## src/rtl/ep0_ctrl_consts.vh

```
// constants for the endpoint-0 stall, resume and clear-feature block
//
// Operation
// - stall bit forces STALL on endpoint 0
// - hardware sets stall on bad wValue
// - auto-request overrun sets stall, not halt
// - next SETUP clears stall, no STALL reply
// - late stall may give NAK first
// - software stall set only during firmware request
// - resume bit drives resume signalling
// - resume sampled on system clock only
// - flags set after status stage completes
// - read returns flags then clears all
// - disabled endpoint flags invalid, not set
// - bits 6..1 endpoints 7,4,3,2,1,0; bit7 zero
// - bit 0 flags clear-feature device request
`ifndef EP0_CTRL_CONSTS_VH
`define EP0_CTRL_CONSTS_VH

// register indices; byte address is four times the index
`define HS_CTRL_IDX 20'hf0544
`define CLR_STAT_IDX 20'hf0545
`define IRQ_STAT_IDX 20'hf0580
`define IRQ_MASK_IDX 20'hf0581

// handshake_pin_control fields
`define HS_RESUME_BIT 0
`define HS_STALL_BIT 3
`define HS_CTRL_RESET 8'h00

// clear_feature_status layout
`define CLR_DEV_BIT 0
`define CLR_EP_LSB 1
`define CLR_EP_MSB 6
`define CLR_STAT_RESET 8'h00
`define CLR_FLAGS_W 7

// interrupt status and mask layout
`define IRQ_W 3
`define IRQ_CLR_BIT 0
`define IRQ_HWSTALL_BIT 1
`define IRQ_SETUP_BIT 2
`define IRQ_RESET 3'h0

// bus responses
`define RESP_OKAY 2'h0
`define RESP_SLVERR 2'h2

`endif

```

## src/rtl/sticky_flags.v

```verilog
// bank of sticky flags where a set beats a simultaneous clear
`timescale 1ns/1ps
module sticky_flags #(
  parameter W = 8
) (
  input wire aclk,
  input wire aresetn,
  input wire [W-1:0] set,
  input wire clear_all,
  output wire [W-1:0] flags
);

  reg [W-1:0] flags_reg;
  reg [W-1:0] flags_next;

  // a set arriving with the clear survives to the next read
  always @* begin
    flags_next = clear_all ? {W{1'b0}} : flags_reg;
    flags_next = flags_next | set;
  end

  // synchronous active-low reset to all zero
  always @(posedge aclk) begin
    if (!aresetn) begin
      flags_reg <= {W{1'b0}};
    end else begin
      flags_reg <= flags_next;
    end
  end

  assign flags = flags_reg;

endmodule

```

## src/rtl/ep0_stall_resume_ctrl.v

```verilog
// endpoint-0 stall, resume and clear-feature status with axi4-lite slave
`timescale 1ns/1ps
`include "ep0_ctrl_consts.vh"
module ep0_stall_resume_ctrl (
  input wire aclk,
  input wire aresetn,
  // axi4-lite write address
  input wire [31:0] awaddr,
  input wire [2:0] awprot,
  input wire awvalid,
  output wire awready,
  // axi4-lite write data
  input wire [31:0] wdata,
  input wire [3:0] wstrb,
  input wire wvalid,
  output wire wready,
  // axi4-lite write response
  output wire [1:0] bresp,
  output wire bvalid,
  input wire bready,
  // axi4-lite read address
  input wire [31:0] araddr,
  input wire [2:0] arprot,
  input wire arvalid,
  output wire arready,
  // axi4-lite read data
  output wire [31:0] rdata,
  output wire [1:0] rresp,
  output wire rvalid,
  input wire rready,
  // usb engine side
  input wire setup_token,
  input wire ep0_token,
  input wire fw_request_active,
  input wire bad_config_value,
  input wire auto_overrun,
  input wire status_stage_done,
  input wire [6:0] clear_feature_sel,
  input wire [5:0] endpoint_enable,
  output wire ep0_stall_handshake,
  output wire ep0_force_stall,
  output wire resume_signal_drive,
  output wire irq
);

  //////////////////////////////////////////////////////////////////////////
  // write channel holding registers

  reg aw_full_reg;
  reg [31:0] aw_addr_reg;
  reg w_full_reg;
  reg [31:0] w_data_reg;
  reg [3:0] w_strb_reg;
  reg bvalid_reg;
  reg [1:0] bresp_reg;

  wire aw_take;
  wire w_take;
  wire do_write;
  wire b_done;
  wire [19:0] wr_idx;
  wire wr_aligned;
  wire wr_hit_hs;
  wire wr_hit_clr;
  wire wr_hit_stat;
  wire wr_hit_mask;
  wire wr_mapped;
  wire wr_lane0;

  // address and data are taken in either order, one write at a time
  assign awready = ~aw_full_reg;
  assign wready = ~w_full_reg;
  assign aw_take = awvalid & ~aw_full_reg;
  assign w_take = wvalid & ~w_full_reg;
  assign do_write = aw_full_reg & w_full_reg & ~bvalid_reg;
  assign b_done = bvalid_reg & bready;

  // address decode on the held write address
  assign wr_idx = aw_addr_reg[21:2];
  assign wr_aligned = (aw_addr_reg[1:0] == 2'h0) &
                      (aw_addr_reg[31:22] == 10'h000);
  assign wr_hit_hs = wr_aligned & (wr_idx == `HS_CTRL_IDX);
  assign wr_hit_clr = wr_aligned & (wr_idx == `CLR_STAT_IDX);
  assign wr_hit_stat = wr_aligned & (wr_idx == `IRQ_STAT_IDX);
  assign wr_hit_mask = wr_aligned & (wr_idx == `IRQ_MASK_IDX);
  assign wr_mapped = wr_hit_hs | wr_hit_clr | wr_hit_stat | wr_hit_mask;

  // all registers are eight bits wide and live in byte lane 0
  assign wr_lane0 = w_strb_reg[0];

  // capture address and data, release both when the response is taken
  always @(posedge aclk) begin
    if (!aresetn) begin
      aw_full_reg <= 1'b0;
      aw_addr_reg <= 32'h0000_0000;
      w_full_reg <= 1'b0;
      w_data_reg <= 32'h0000_0000;
      w_strb_reg <= 4'h0;
    end else begin
      if (aw_take) begin
        aw_full_reg <= 1'b1;
        aw_addr_reg <= awaddr;
      end else if (b_done) begin
        aw_full_reg <= 1'b0;
      end
      if (w_take) begin
        w_full_reg <= 1'b1;
        w_data_reg <= wdata;
        w_strb_reg <= wstrb;
      end else if (b_done) begin
        w_full_reg <= 1'b0;
      end
    end
  end

  // response follows both halves; unmapped address answers slverr
  always @(posedge aclk) begin
    if (!aresetn) begin
      bvalid_reg <= 1'b0;
      bresp_reg <= `RESP_OKAY;
    end else if (do_write) begin
      bvalid_reg <= 1'b1;
      bresp_reg <= wr_mapped ? `RESP_OKAY : `RESP_SLVERR;
    end else if (b_done) begin
      bvalid_reg <= 1'b0;
    end
  end

  assign bvalid = bvalid_reg;
  assign bresp = bresp_reg;

  //////////////////////////////////////////////////////////////////////////
  // read channel

  reg rvalid_reg;
  reg [31:0] rdata_reg;
  reg [1:0] rresp_reg;

  wire ar_take;
  wire [19:0] rd_idx;
  wire rd_aligned;
  wire rd_hit_hs;
  wire rd_hit_clr;
  wire rd_hit_stat;
  wire rd_hit_mask;
  reg [7:0] rd_byte;
  reg rd_mapped;

  // one read at a time: the next address waits for the data to go
  assign arready = ~rvalid_reg;
  assign ar_take = arvalid & ~rvalid_reg;

  // decode straight from the bus address during the accepting cycle
  assign rd_idx = araddr[21:2];
  assign rd_aligned = (araddr[1:0] == 2'h0) &
                      (araddr[31:22] == 10'h000);
  assign rd_hit_hs = rd_aligned & (rd_idx == `HS_CTRL_IDX);
  assign rd_hit_clr = rd_aligned & (rd_idx == `CLR_STAT_IDX);
  assign rd_hit_stat = rd_aligned & (rd_idx == `IRQ_STAT_IDX);
  assign rd_hit_mask = rd_aligned & (rd_idx == `IRQ_MASK_IDX);

  //////////////////////////////////////////////////////////////////////////
  // handshake_pin_control: stall and resume bits

  reg stall_reg;
  reg stall_next;
  reg resume_reg;
  reg resume_next;
  wire hs_write;
  wire hw_stall_set;
  wire [7:0] hs_reset_val;

  // a byte write that lands on lane 0 of the control register
  assign hs_write = do_write & wr_hit_hs & wr_lane0;

  // reset image of the control register, picked apart bit by bit
  assign hs_reset_val = `HS_CTRL_RESET;

  // hardware stall sources
  // the halt status bit lives elsewhere and is deliberately not touched
  assign hw_stall_set = bad_config_value | auto_overrun;

  // stall priority: setup clears, hardware sets, then software write
  always @* begin
    stall_next = stall_reg;
    if (hs_write) begin
      // firmware stall gated
      // a one only sticks while a firmware-handled request runs
      if (w_data_reg[`HS_STALL_BIT]) begin
        stall_next = fw_request_active ? 1'b1 : stall_reg;
      end else begin
        stall_next = 1'b0;
      end
    end
    if (hw_stall_set) begin
      stall_next = 1'b1;
    end
    if (setup_token) begin
      stall_next = 1'b0;
    end
  end

  // nothing here times the resume out; firmware must clear it
  always @* begin
    resume_next = resume_reg;
    if (hs_write) begin
      resume_next = w_data_reg[`HS_RESUME_BIT];
    end
  end

  // resume sampled on aclk
  // with aclk stopped the resume output simply freezes
  always @(posedge aclk) begin
    if (!aresetn) begin
      stall_reg <= hs_reset_val[`HS_STALL_BIT];
      resume_reg <= hs_reset_val[`HS_RESUME_BIT];
    end else begin
      stall_reg <= stall_next;
      resume_reg <= resume_next;
    end
  end

  // registered bit: a set in the token's own cycle misses it (nak)
  // and the stall lands on the following transfer
  assign ep0_stall_handshake = stall_reg & ~setup_token;
  assign ep0_force_stall = stall_reg;
  assign resume_signal_drive = resume_reg;

  //////////////////////////////////////////////////////////////////////////
  // clear_feature_status flags

  wire [6:0] clr_flags;
  wire [6:0] clr_valid;
  wire [6:0] clr_set;
  wire clr_read;

  // disabled endpoints not flagged
  // device flag has no endpoint, so it is always allowed
  assign clr_valid = {endpoint_enable, 1'b1};

  assign clr_set = status_stage_done ?
                   (clear_feature_sel & clr_valid) : 7'h00;

  // clearing read
  // the flags are cleared on the cycle the read address is taken
  assign clr_read = ar_take & rd_hit_clr;

  sticky_flags #(
    .W(`CLR_FLAGS_W)
  ) u_clr_flags (
    .aclk(aclk),
    .aresetn(aresetn),
    .set(clr_set),
    .clear_all(clr_read),
    .flags(clr_flags)
  );

  //////////////////////////////////////////////////////////////////////////
  // interrupt status and mask

  wire [2:0] irq_flags;
  wire [2:0] irq_set;
  wire irq_read;
  reg [2:0] irq_mask_reg;

  // events: clear-feature flag set, hardware stall, setup token
  assign irq_set = {setup_token, hw_stall_set, |clr_set};

  // reading the status register clears it; a new event still wins
  assign irq_read = ar_take & rd_hit_stat;

  sticky_flags #(
    .W(`IRQ_W)
  ) u_irq_flags (
    .aclk(aclk),
    .aresetn(aresetn),
    .set(irq_set),
    .clear_all(irq_read),
    .flags(irq_flags)
  );

  // mask register: a one lets the matching status bit through
  always @(posedge aclk) begin
    if (!aresetn) begin
      irq_mask_reg <= `IRQ_RESET;
    end else if (do_write & wr_hit_mask & wr_lane0) begin
      irq_mask_reg <= w_data_reg[2:0];
    end
  end

  // level output, high while any unmasked status bit stands
  assign irq = |(irq_flags & irq_mask_reg);

  //////////////////////////////////////////////////////////////////////////
  // read data mux

  // fixed zero bits
  // clear-feature bit 7 is never stored and reads zero
  always @* begin
    rd_byte = 8'h00;
    rd_mapped = 1'b1;
    if (rd_hit_hs) begin
      rd_byte[`HS_STALL_BIT] = stall_reg;
      rd_byte[`HS_RESUME_BIT] = resume_reg;
    end else if (rd_hit_clr) begin
      rd_byte = {1'b0, clr_flags};
    end else if (rd_hit_stat) begin
      rd_byte = {5'h00, irq_flags};
    end else if (rd_hit_mask) begin
      rd_byte = {5'h00, irq_mask_reg};
    end else begin
      rd_mapped = 1'b0;
    end
  end

  // data captured with the address, so a clearing read returns
  // the flags as they stood before the clear
  always @(posedge aclk) begin
    if (!aresetn) begin
      rvalid_reg <= 1'b0;
      rdata_reg <= 32'h0000_0000;
      rresp_reg <= `RESP_OKAY;
    end else if (ar_take) begin
      rvalid_reg <= 1'b1;
      rdata_reg <= {24'h000000, rd_byte};
      rresp_reg <= rd_mapped ? `RESP_OKAY : `RESP_SLVERR;
    end else if (rvalid_reg & rready) begin
      rvalid_reg <= 1'b0;
    end
  end

  assign rvalid = rvalid_reg;
  assign rdata = rdata_reg;
  assign rresp = rresp_reg;

endmodule

```

## config.mk

```make
export PLATFORM = sky130hd
export DESIGN_NAME = ep0_stall_resume_ctrl
export DESIGN_NICKNAME = d
export VERILOG_FILES = /design/src/rtl/sticky_flags.v /design/src/rtl/ep0_stall_resume_ctrl.v
export VERILOG_INCLUDE_DIRS = /design/src /design/src/rtl
export SDC_FILE = /design/constraint.sdc
export NUM_CORES = 1
export LEC_CHECK = 0
export BUFFER_PORTS_ARGS = -buffer_cell sky130_fd_sc_hd__buf_4
export CORE_ASPECT_RATIO = 1.2
export CORE_MARGIN = 2
export CORE_UTILIZATION = 30
export DETAILED_ROUTE_END_ITERATION = 8
export SETUP_SLACK_MARGIN = 0.4
export SLEW_MARGIN = 20
export SYNTH_ARGS = -nofsm -noshare
export SYNTH_HDL_FRONTEND = slang
export SYNTH_HIERARCHICAL = 1
export SYNTH_SLANG_ARGS = --single-unit
```

## constraint.sdc

```tcl
create_clock -name aclk -period 3.17 [get_ports aclk]
set_clock_uncertainty 0.2 [all_clocks]
set_input_delay 0.951 -clock aclk [delete_from_list [all_inputs] [get_ports aclk]]
set_output_delay 0.951 -clock aclk [all_outputs]
set_load 0.01 [all_outputs]
```

# After elaboration in Yosys (flattened, before gate mapping)
# Cells that the tools add are included.
[totals] reg_bits=68 in_bits=132 out_inout_bits=45 word_cells=101
[classes] n_eq_ne=9 n_mux=26 n_bitwise=38 reduce_logical=13
[op_table] cell="equality test 20 bit (second input constant)" n=8
[op_table] cell="AND 1 bit" n=24
[op_table] cell="2-to-1 mux 7 bit" n=3
[op_table] cell="zero test 10 bit" n=2
[op_table] cell="2-to-1 mux 1 bit" n=16
[op_table] cell="nonzero test 2 bit" n=5
[op_table] cell="2-to-1 mux 3 bit" n=3
[op_table] cell="AND 7 bit" n=1
[op_table] cell="bitwise OR 7 bit" n=1
[op_table] cell="OR reduction 7 bit" n=1
[op_table] cell="2-to-1 mux 2 bit" n=3
[op_table] cell="inverter 1 bit" n=6
[op_table] cell="zero test 2 bit" n=2
[op_table] cell="2-to-1 mux 4 bit" n=1
[op_table] cell="bitwise OR 1 bit" n=4
[op_table] cell="AND 3 bit" n=1
[op_table] cell="inequality test 3 x 2 -> 1 bit (second input constant)" n=1
[op_table] cell="bitwise OR 3 bit" n=1
[op_table] cell="OR reduction 3 bit" n=1
[op_table] cell="AND reduction 2 bit" n=1
[op_table] cell="OR reduction 2 bit" n=1

# Logic depth before layout (Yosys ltp)
[logic_depth] depth_word=8 depth_mapped=7 depth_no_buf=7

# Hierarchy
# Netlist, hierarchy kept.
[by_module_without_submodules] mod="ep0_stall_resume_ctrl" n_inst=1 cells_each=322 area_per_inst_um2=2743.9 seq_area_each_um2=1101.1
[by_module_without_submodules] mod="sticky_flags (u_clr_flags)" n_inst=1 cells_each=21 area_per_inst_um2=236.5 seq_area_each_um2=140.1
[by_module_without_submodules] mod="sticky_flags (u_irq_flags)" n_inst=1 cells_each=9 area_per_inst_um2=101.3 seq_area_each_um2=60.1

# Least setup slack after synthesis
# Ideal clock, no wire load.
[synth_path] kind="input-to-reg" from="input port araddr[13]" to="register u_irq_flags.flags_reg[2] (netlist: u_irq_flags/flags[2])" setup_ps=115 arrival_ps=2341 required_ps=2855 slack_ps=514 path_stages=6 path_buffers=0 path_cell_list="or4b_1 > nor4_4 > nand2_1 > nor3_1 > nor2b_1 > o21a_1"
[synth_via] elab_chain_len=5
[synth_rtl] element="start: declaration" line="ep0_stall_resume_ctrl.v:22" text="input wire [31:0] araddr,"
[synth_rtl] element="equality test 20 bit (no source line)"
[synth_rtl] element="AND 1 bit" line="ep0_stall_resume_ctrl.v:159" text="assign rd_hit_stat = rd_aligned & (rd_idx == `IRQ_STAT_IDX);"
[synth_rtl] element="AND 1 bit" line="ep0_stall_resume_ctrl.v:270" text="assign irq_read = ar_take & rd_hit_stat;"
[synth_rtl] element="named net irq_read" line="ep0_stall_resume_ctrl.v:263" text="wire irq_read;"
[synth_rtl] element="2-to-1 mux 3 bit" line="sticky_flags.v:18" text="flags_next = clear_all ? {W{1'b0}} : flags_reg;"
[synth_rtl] element="bitwise OR 3 bit" line="sticky_flags.v:19" text="flags_next = flags_next | set;"
[synth_rtl] element="end signal: assignment" line="sticky_flags.v:25" text="flags_reg <= {W{1'b0}};"
[synth_rtl] element="end signal: assignment" line="sticky_flags.v:27" text="flags_reg <= flags_next;"
[synth_rtl] element="end: declaration" line="sticky_flags.v:13" text="reg [W-1:0] flags_reg;"
# The timed path passes the listed nets, and every way through them passes these cells.
# A chain may end at the register's enable or synchronous reset.

# Worst setup path in the final report
[layout_path] from="input port araddr[24]" to="register u_irq_flags.flags_reg[0] (netlist: u_irq_flags/flags[0])"
[layout_via] elab_chain_len=6
[layout_rtl] element="zero test 10 bit" line="ep0_stall_resume_ctrl.v:156" text="(araddr[31:22] == 10'h000);"
[layout_rtl] element="AND 1 bit" line="ep0_stall_resume_ctrl.v:155" text="assign rd_aligned = (araddr[1:0] == 2'h0) &"
[layout_rtl] element="AND 1 bit" line="ep0_stall_resume_ctrl.v:159"
[layout_rtl] element="AND 1 bit" line="ep0_stall_resume_ctrl.v:270"
[layout_rtl] element="named net irq_read" line="ep0_stall_resume_ctrl.v:263"
[layout_rtl] element="2-to-1 mux 3 bit" line="sticky_flags.v:18"
[layout_rtl] element="bitwise OR 3 bit" line="sticky_flags.v:19"
# The timed path passes the listed nets, and every way through them passes these cells.

==> reports/results.ini <==
[clock_network]
clockRootBuffer = clkbuf_16
postCtsSetupBuffers = 0
htree_num_levels = 3
clock_latency_ns = 0.32
ctsHoldBuffers = 0
cts_tree = yes
numCtsBuffers = 9
cts.sinks = 65
clockBufferDepth = 2
post_cts_resized = 0
cts.reportedPaths.clkPinSlew_ns = 0.06

[sta]
rsz0062_at_grt = no
worst_pin_slew_ns = 0.679
fmax_ghz = 0.383
final-setup-viol-count = 0
finalMaxSlewViolations = 0
fin_tns_setup_ns = 0
hold_viol = 0
relSlewSlack_pct = 54.7
period_share_pct = 82.5
min_period_ns = 2.61
holdWs_ns = 0.258

[setup_path]
cp_num_buf_inv = 1
critPathMaxFanout = 3
required_ns = 3.19
crit_type = input port to register
slowest_stage = nor3_1
worstPathCellList = buf_4, nor4_1, nand4_1, nor4_4, nand2_1, nor3_1, nor2b_1, o21a_1
cp-startpoint = araddr[24]
critPathMaxStageDelay_ns = 0.40
worstReg2RegStart = rvalid
worstSetupStartpointType = input port
cp-end-kind = register
arrival_ns = 2.63
crit_family = simple AND/OR/NAND/NOR gates

[outcome]
status = finished, final reports clean

[yosys]
syn_area_per_cell_sq_um = 8.75
ys.flop_type = dfxtp_1
synth_edf_count = 0
syn_inst = 352
synth_top_area_cell = dfxtp_1
synthDominantCellAreaShare_pct = 42.2
async_flop_share_pct = 0
ys_types = 41
ys_seq_area_share_pct = 42.2
synth_warnings = 6
ys_ff_latch = 65
synth_area_sq_mm = 0.00308
yosysMostFrequentCell = nand2_1
synthTopCellsByArea = dfxtp_1 (42%), nand2_1 (9.1%), a21boi_0 (7.8%), buf_4 (6.6%), nor2b_1 (5.7%)
synth_common_cells = nand2_1 (75), dfxtp_1 (65), a21boi_0 (32)

[die]
core_area_sq_mm = 0.0100
die_area_sq_mm = 0.0111
die_w_microns = 96.5
num_rows = 40
die_h_microns = 115
num_io_pins = 177
start_util_pct = 30.8

[cells_and_area]
final_util_pct = 42.4
antenna_cells = 0
regArea_sq_mm = 0.00130
nNetsFinal = 595
area_growth_pct = 37.7
multiInputGateArea_sq_mm = 0.00160
largest_register_ffs = 32
fillCellCount = 1005
layout-drive-gt1-share_pct = 30.4

[routing]
first_pass_iters = 4
met3_length_microns = 622
wl_met1_microns = 3060
route.detailed.drc = 0
wl_per_cell_microns = 12.5
drt_iter0_markers = 99
top_layer = met4
ant_nets = 0
routed_wl_microns = 7430
dr_wl_met2_microns = 3620
num_vias = 2650
viasPerCell = 4.47

[placement]
routabilityCongestion = 0.746
dp_hpwl_microns = 5650
port_buffers = 111

[global_route]
grt_pass1_wl_microns = 11100
grt_pass1_vias = 2440
overflow = 0
grt_max_degree = 53
grtUsageTotal_pct = 13.0
antenna_found_initial = 0

[pwr]
power.leakage_uw = 0.00188
power_density_mw_per_mm2 = 502
ir_drop_uv = 251

[worst_hold_path]
hold_class = register to register
hold_path_startpoint = rdata[1]

[run]
drv_cap = 0

[worst min-delay path: cells and delay by family (launching register included)]
family | cells | cell delay [ns]
DFF | 1 | 0.32
AOI/OAI and AO/OA | 1 | 0.05
and+or+nand+nor | 1 | 0.05
[report_power, final]
part           internal, uW  leakage (uW)  switching (uW)
sequential              861      0.000533            28.4
clock                   624      0.000144             354
combinational           144       0.00120             119
total                  1630       0.00188             502
[stage by stage]
stage	instance area [sq um]	worst slack (ns)	instances	total power, uW
finish	4240	0.556	593	2130
global placement	3950	0.222	578	1170
detailed placement	3950	0.203	578	1170
global route	4240	0.404	593	2230
floorplan	3180	0.514	378	1060
CTS	4240	0.530	593	2160
[cell type report]
cell class	instances	share of cell area (%)
clock buffer	10	5.63
timing repair buffer	115	20.3
multi-input combinational	266	37.8
clock inverter	5	1.33
sequential	65	30.7
inverter	6	0.531
tap	126	3.72
[kinds of logic after synthesis]
kind of cell           synth area share (%)
AOI/OAI and AO/OA                      15.5
buffers and inverters                  9.01
DFF                                    42.2
muxes                                  4.22
other                                 0.122
and+or+nand+nor                        28.9
[per-layer routing]
layer,up-vias,track usage [%]
met5,-,0
met4,0,5.54
met3,11,4.00
met2,97,22.7
met1,1167,14.5
li1,1375,-
[worst paths after layout]
| kind | depth (start not counted) | slack (ns) | endpoint |
|---|---|---|---|
| worst max register to register | 7 | 1.03 | u_irq_flags/flags[0] |
| worst min register to register | 2 | 0.26 | rdata[1] |
| worst min-delay path | 2 | 0.26 | rdata[1] |
| worst max-delay path | 8 | 0.56 | u_irq_flags/flags[0] |
[cell usage in the layout (no fill, tap or decap), types with 5 or more instances in the layout]
master,n
nand2_1,75
clkbuf_16,9
o21ai_0,5
nor2b_1,27
nor4_1,5
mux2i_1,13
conb_1,27
o21a_1,11
and3_1,9
dfxtp_1,65
a21boi_0,32
a21oi_1,5
nor2_1,10
buf_4,115
inv_1,6
Power figures use the tool's default switching activity.
